**src/core/tpl_pkg.sv**
```systemverilog
// shared constants for the three-port latch memory and its controller
package tpl_pkg;
  // memory geometry
  localparam int ADDR_W = 3;
  localparam int WORDS = 8;
  localparam int LANES = 3;
  // reset and idle levels
  localparam logic [LANES-1:0] WORD_RESET = 3'h0;
  localparam logic [ADDR_W-1:0] ADDR_RESET = 3'h0;
  localparam logic [ADDR_W-1:0] ADDR_STEP = 3'h1;
  localparam logic CLK_IDLE = 1'h1;
  localparam logic CLK_WRITE = 1'h0;
  localparam logic SLAVE_GATED = 1'h1;
  localparam logic SLAVE_OPEN = 1'h0;
  typedef logic [LANES-1:0] word_t;
  typedef logic [ADDR_W-1:0] addr_t;
endpackage

```
**src/core/tpl_if.sv**
```systemverilog
// link between the latch memory and its external controller
`timescale 1ns/1ns
interface tpl_if;
  import tpl_pkg::*;
  logic mem_clk;
  logic output_latch_enable_n;
  addr_t wr_addr;
  addr_t rd_addr_b;
  addr_t rd_addr_c;
  word_t data_in;
  word_t out_b;
  word_t out_c;
  modport dev (
    input mem_clk,
    input output_latch_enable_n,
    input wr_addr,
    input rd_addr_b,
    input rd_addr_c,
    input data_in,
    output out_b,
    output out_c
  );
  modport host (
    output mem_clk,
    output output_latch_enable_n,
    output wr_addr,
    output rd_addr_b,
    output rd_addr_c,
    output data_in,
    input out_b,
    input out_c
  );
endinterface

```
**src/core/tpl_memory.sv**
```systemverilog
// eight-word three-address latch memory, one lane per bit of the word
//
// Functional notes
// - eight three-bit words, three-address organisation
// - one write, two read address fields
// - all three fields usable at once
// - one data input, two data outputs
// - clock high presents both read words
// - clock low writes input to addressed word
// - two reads and one write per cycle
// - acts as flip-flops plus two selectors
// - clock low loads selected master latch
// - clock high loads both slave latches
// - enable low keeps slaves always transparent
// - wider words share addresses and clocks
// - deeper memory muxes outputs, demuxes clock
// - write counter drives write address, ascending
// - read counter drives first read field
// - empty memory ignores further reads
// - full memory writes and advances reader
// - first output feeds second read address
`timescale 1ns/1ns
module tpl_memory
  import tpl_pkg::*;
(
  // clock and reset
  input wire logic ref_clk,
  input wire logic reset,
  // link
  tpl_if.dev lnk
);

  // ****************************************
  // phase model
  // ****************************************
  // mem_clk high: both slaves load the masters named by the read fields
  // mem_clk low: the master named by the write field loads data_in
  // back-to-back writes keep mem_clk low, and gated slaves hold meanwhile
  // each latch is a ref_clk register that follows while open, so a phase
  // costs one edge: a word written in one cycle reaches a slave one edge
  // later and stands on the outputs from that same edge
  // enable low: slaves load on every edge whatever the clock level, which
  // lets an address counter walk the masters with no clock activity
  // limitation: a read field that moves while the slaves are closed is
  // only seen once they open again

  // ****************************************
  // storage
  // ****************************************
  // all state clears on reset, where real latch cells would come up unknown
  // eight masters, one word each
  word_t master_r [WORDS];
  word_t master_nxt [WORDS];
  // two slaves, one per read field
  word_t slave_b_r;
  word_t slave_b_nxt;
  word_t slave_c_r;
  word_t slave_c_nxt;
  // phase and address decode
  logic write_phase;
  logic slave_open;
  logic [WORDS-1:0] wr_sel;
  logic [WORDS-1:0] rd_sel_b;
  logic [WORDS-1:0] rd_sel_c;
  word_t rd_word_b;
  word_t rd_word_c;
  genvar g;
  genvar l;

  // ****************************************
  // decoders
  // ****************************************
  // one-hot word select, shared by the write field and both read fields;
  // a three-bit field always names one of the eight words
  function automatic logic [WORDS-1:0] word_hit(input addr_t a);
    word_hit = {WORDS{1'h0}};
    for (int w = 0; w < WORDS; w++) begin
      if (a == addr_t'(w)) begin
        word_hit[w] = 1'h1;
      end
    end
  endfunction

  // and-or selector of one lane; no priority, so any word may be chosen
  function automatic logic pick(input word_t mem [WORDS], input logic [WORDS-1:0] hit,
                                input int lane);
    pick = 1'h0;
    for (int w = 0; w < WORDS; w++) begin
      pick = pick | (hit[w] & mem[w][lane]);
    end
  endfunction

  // one selector per lane makes up a whole word
  function automatic word_t read_word(input word_t mem [WORDS], input logic [WORDS-1:0] hit);
    read_word = WORD_RESET;
    for (int n = 0; n < LANES; n++) begin
      read_word[n] = pick(mem, hit, n);
    end
  endfunction

  // ****************************************
  // phase decode
  // ****************************************
  // masters open only in the low phase, so address moves in the high phase
  // cannot disturb a stored word
  assign write_phase = (lnk.mem_clk == CLK_WRITE);
  assign wr_sel = write_phase ? word_hit(lnk.wr_addr) : {WORDS{1'h0}};

  // slaves open on clock high, or always when the enable is low;
  // the low enable is what a free-running reader needs
  assign slave_open = (lnk.mem_clk == CLK_IDLE) ||
                      (lnk.output_latch_enable_n == SLAVE_OPEN);

  // ****************************************
  // read select
  // ****************************************
  // read fields decode apart from the write field, so all three may name
  // the same word in one cycle; rd_addr_c may follow out_b through outside
  // logic, which settles within the cycle since out_b is a flop
  assign rd_sel_b = word_hit(lnk.rd_addr_b);
  assign rd_sel_c = word_hit(lnk.rd_addr_c);
  assign rd_word_b = read_word(master_r, rd_sel_b);
  assign rd_word_c = read_word(master_r, rd_sel_c);

  // ****************************************
  // master bank
  // ****************************************
  // one flop per word and lane; every lane shares the decode, as sliced
  // devices would share address fields and clock
  generate
    for (g = 0; g < WORDS; g++) begin : g_word
      for (l = 0; l < LANES; l++) begin : g_lane
        always_comb begin
          master_nxt[g][l] = master_r[g][l];
          if (wr_sel[g]) begin
            master_nxt[g][l] = lnk.data_in[l];
          end
        end

        always_ff @(posedge ref_clk or posedge reset) begin
          if (reset) begin
            master_r[g][l] <= WORD_RESET[l];
          end else begin
            master_r[g][l] <= master_nxt[g][l];
          end
        end
      end
    end
  endgenerate

  // ****************************************
  // slave b
  // ****************************************
  // the word taken in the high phase stands through the write phase after
  // it, unless the enable is low
  generate
    for (l = 0; l < LANES; l++) begin : g_slave_b
      always_comb begin
        slave_b_nxt[l] = slave_b_r[l];
        if (slave_open) begin
          slave_b_nxt[l] = rd_word_b[l];
        end
      end

      always_ff @(posedge ref_clk or posedge reset) begin
        if (reset) begin
          slave_b_r[l] <= WORD_RESET[l];
        end else begin
          slave_b_r[l] <= slave_b_nxt[l];
        end
      end
    end
  endgenerate

  // ****************************************
  // slave c
  // ****************************************
  // reads the same master snapshot as slave b, so both reads of one cycle
  // see one state of the bank
  generate
    for (l = 0; l < LANES; l++) begin : g_slave_c
      always_comb begin
        slave_c_nxt[l] = slave_c_r[l];
        if (slave_open) begin
          slave_c_nxt[l] = rd_word_c[l];
        end
      end

      always_ff @(posedge ref_clk or posedge reset) begin
        if (reset) begin
          slave_c_r[l] <= WORD_RESET[l];
        end else begin
          slave_c_r[l] <= slave_c_nxt[l];
        end
      end
    end
  endgenerate

  // ****************************************
  // output drive
  // ****************************************
  // straight from the slave flops; bit i of each word is lane i, and a
  // wider word only adds lanes that share every decode
  assign lnk.out_b = slave_b_r;
  assign lnk.out_c = slave_c_r;

endmodule

```
**src/flat_wrapper.sv**
```systemverilog
// flat-port wrapper written by rule: the top's interface ports become plain ports
module tpl_memory_flat import tpl_pkg::*;
  (ref_clk, reset, lnk_mem_clk, lnk_output_latch_enable_n, lnk_wr_addr, lnk_rd_addr_b, lnk_rd_addr_c, lnk_data_in, lnk_out_b, lnk_out_c);
  tpl_if lnk_i ();
  input wire logic ref_clk;
  input wire logic reset;
  input wire logic [$bits(lnk_i.mem_clk)-1:0] lnk_mem_clk;
  input wire logic [$bits(lnk_i.output_latch_enable_n)-1:0] lnk_output_latch_enable_n;
  input wire logic [$bits(lnk_i.wr_addr)-1:0] lnk_wr_addr;
  input wire logic [$bits(lnk_i.rd_addr_b)-1:0] lnk_rd_addr_b;
  input wire logic [$bits(lnk_i.rd_addr_c)-1:0] lnk_rd_addr_c;
  input wire logic [$bits(lnk_i.data_in)-1:0] lnk_data_in;
  output wire logic [$bits(lnk_i.out_b)-1:0] lnk_out_b;
  output wire logic [$bits(lnk_i.out_c)-1:0] lnk_out_c;
  assign lnk_i.mem_clk = lnk_mem_clk;
  assign lnk_i.output_latch_enable_n = lnk_output_latch_enable_n;
  assign lnk_i.wr_addr = lnk_wr_addr;
  assign lnk_i.rd_addr_b = lnk_rd_addr_b;
  assign lnk_i.rd_addr_c = lnk_rd_addr_c;
  assign lnk_i.data_in = lnk_data_in;
  assign lnk_out_b = lnk_i.out_b;
  assign lnk_out_c = lnk_i.out_c;
  tpl_memory u_core (.ref_clk(ref_clk), .reset(reset), .lnk(lnk_i));
endmodule
```
**config.mk**
```make
export PLATFORM = sky130hd
export DESIGN_NAME = tpl_memory_flat
export DESIGN_NICKNAME = d
export VERILOG_FILES = /design/src/core/tpl_pkg.sv /design/src/core/tpl_if.sv /design/src/core/tpl_memory.sv /design/src/flat_wrapper.sv
export SDC_FILE = /design/constraint.sdc
export NUM_CORES = 1
export LEC_CHECK = 0
export BUFFER_PORTS_ARGS = -buffer_cell sky130_fd_sc_hd__buf_4
export CORE_UTILIZATION = 30
export DETAILED_ROUTE_END_ITERATION = 8
export PLACE_DENSITY = 0.49
export SETUP_SLACK_MARGIN = 0.02
export SYNTH_ARGS = -nofsm -noshare
export SYNTH_HDL_FRONTEND = slang
export SYNTH_SLANG_ARGS = --single-unit
```
**constraint.sdc**
```tcl
create_clock -name ref_clk -period 3.37 [get_ports ref_clk]
set_input_delay 0.1685 -clock ref_clk [delete_from_list [all_inputs] [get_ports ref_clk]]
set_output_delay 0.1685 -clock ref_clk [all_outputs]
set_load 0.005 [all_outputs]
```
==> impl_metrics.env <==
export IMPL_hpwl_mm=2.73
export IMPL_gp_congestion=0.819
export IMPL_ctsHoldBuffers=0
export IMPL_max_slew_margin=0.240
export IMPL_p_sw_uw=286
export IMPL_dieHeight_microns=75.1
export IMPL_rsz0062_at_grt="false"
export IMPL_yosysTopAreaCell="dfrtp_1"
export IMPL_drt_pass1_iter_count=4
export IMPL_grt_pass1_vias=1116
export IMPL_synth_cells=142
export IMPL_antenna_found_initial=0
export IMPL_slew_violations=0
export IMPL_syn_area_sq_um=1600
export IMPL_leakagePower_uw=0.000815
export IMPL_setup_violations=0
export IMPL_initial_core_util=0.312
export IMPL_grt_pass1_wl_mm=5.67
export IMPL_diodes=0
export IMPL_clk_pin_slew_ps=60
export IMPL_hold_path_class="in2reg"
export IMPL_fp_dieArea_sq_um=5640
export IMPL_syn_nets=158
export IMPL_vias_per_cell=5.11
export IMPL_slowest_delay_ps=390
export IMPL_placed_cells=225
export IMPL_skew_ps=4.19
export IMPL_port_buffers=21
export IMPL_fp_coreArea_sq_um=5140
export IMPL_drive_gt1_frac=0.344
export IMPL_finalInstanceArea_sq_um=1900
export IMPL_fin_cells=233
export IMPL_crit_chain="mux2_4 -> a221o_1 -> a32oi_1 -> a21oi_1"
export IMPL_status="complete, no violations"
export IMPL_required_ps=3520
export IMPL_die_x_microns=75.1
export IMPL_final_common_cell="dfrtp_1"
export IMPL_finalHoldViolations=0
export IMPL_ant_nets=0
export IMPL_worst_slew_pin_slew_ps=1140
export IMPL_cap_violations=0
export IMPL_htree_levels=2
export IMPL_cts_tree="yes"
export IMPL_cts_resized=0
export IMPL_powerDensity_nw_per_um2=538
export IMPL_cp_start_kind="flop"
export IMPL_ir_drop_mv=0.196
export IMPL_io_pins=22
export IMPL_cp_max_fo=3
export IMPL_p_seq_frac=0.490
export IMPL_cts_setup_buffers=0
export IMPL_synth_seq_cells=30
export IMPL_cts_root_buffer="clkbuf_8"
export IMPL_wirelength_mm=3.71
export IMPL_avgSynthCellArea_sq_um=11.3
export IMPL_placementRows=26
export IMPL_grt_max_degree=31
export IMPL_dpl_cell_area_sq_um=1810
export IMPL_fmax_mhz=668
export IMPL_min_period_over_period=0.444
export IMPL_track_usage=0.145
export IMPL_synth_area_leaders="dfrtp_1, mux2_2, mux2i_1"
export IMPL_clockPowerShare=0.290
export IMPL_seq_area_frac_synth=0.468
export IMPL_worst_r2r_setup_slack_ps=1870
export IMPL_first_iter_violations=140
export IMPL_yosysWarningCount=0
export IMPL_end_kind="flop"
export IMPL_cts_sinks=30
export IMPL_fin_tns_setup_ps=0
export IMPL_overflow=0
export IMPL_yosysUniqueCellTypes=28
export IMPL_clockBufferDepth=2
export IMPL_cp_arrival_ps=1650
export IMPL_synth_top_area_frac=0.468
export IMPL_final_cell_mix="dfrtp_1, mux2_2, buf_4, mux2i_1, o21ai_0"
export IMPL_fin_crit_ps=1500
export IMPL_p_sw_frac=0.280
export IMPL_vias=1190
export IMPL_fillers=531
export IMPL_cts_buffers=5
export IMPL_critPathSlowestCell="dfrtp_1"
export IMPL_drc=0
export IMPL_fin_nets=178
export IMPL_worstSetupPathType="reg2reg"
export IMPL_intPower_uw=736
export IMPL_clock_latency_ps=280
export IMPL_combPwrFrac=0.220
export IMPL_wl_per_cell_microns=15.9
export IMPL_area_growth_synth_to_final_pct=18.5
routing by layer:
metal	track usage	wire length, microns
met2	0.242	1870
met5	0	0
met4	0.0818	131
met1	0.172	1560
met3	0.0321	149
state kept, by name (all words and copies together) (netlist names):
name              cells
u_core.lnk.out_b      3
u_core.master_r      24
u_core.lnk.out_c      3
critical path, delay by kind of cell (launching register included):
kind	cells	cell delay (ps)
multiplexers	1	270
AO/OA/AOI/OAI	3	710
flip-flops	1	390
synth_stat cells:
cell type	count
a21oi_1	2
a221o_1	2
a221oi_1	1
a31oi_1	3
a32oi_1	2
and3_1	2
buf_2	2
buf_4	2
clkbuf_1	4
dfrtp_1	30
inv_1	3
mux2_2	25
mux2_4	1
mux2i_1	14
mux4_2	1
nand2_1	6
nand2b_1	4
nand3_1	5
nand3b_1	3
nor2_1	7
nor2b_1	2
nor3_1	6
nor3b_1	2
nor4_1	1
o211ai_1	2
o21ai_0	8
o31ai_1	1
or2_2	1
cell type report:
type	instances	area [sq um]	share of cell area
multi-input combinational	101	801	0.422
sequential	30	751	0.395
timing repair buffer	21	158	0.0830
tap	70	87.6	0.0461
clock buffer	7	86.3	0.0455
inverter	3	11.3	0.00593
clock inverter	1	5.00	0.00264
power by group through the flow:
stage / Clock [uW] / Combinational, uW / Sequential, uW
after floorplan: 0 / 158 / 486
after global placement: 0 / 224 / 505
after detailed placement: 0 / 227 / 506
after CTS: 305 / 227 / 500
after global routing: 328 / 248 / 511
final: 297 / 225 / 501
logic make-up after synthesis:
family                 count (synthesis)  synth area share
AO/OA/AOI/OAI                         21            0.0859
flip-flops                            30             0.468
multiplexers                          41             0.286
AND/OR/NAND/NOR                       39             0.127
buffers and inverters                 11            0.0320
metrics by stage:
step | hold WS [ps] | setup slack, ps | total power (uW) | util
floorplan | 259 | 2030 | 644 | -
global placement | 454 | 1830 | 729 | 0.352
detailed placement | 457 | 1820 | 733 | 0.352
CTS | 161 | 1870 | 1030 | 0.370
global route | 161 | 1820 | 1090 | 0.370
finish | 169 | 1870 | 1020 | 0.370
worst paths after layout:
kind,from,end,cells after the start
worst max register to register,u_core.master_r[18],u_core.lnk.out_c[0],4
worst min-delay path,lnk_data_in[2],u_core.master_r[11],3
max in group asynchronous,reset,u_core.master_r[4],2
worst max-delay path,u_core.master_r[18],u_core.lnk.out_c[0],4
worst min register to register,u_core.lnk.out_b[2],u_core.lnk.out_b[2],2
min in group asynchronous,reset,u_core.lnk.out_c[1],2
Note: power is estimated with default switching activity, not from simulation.
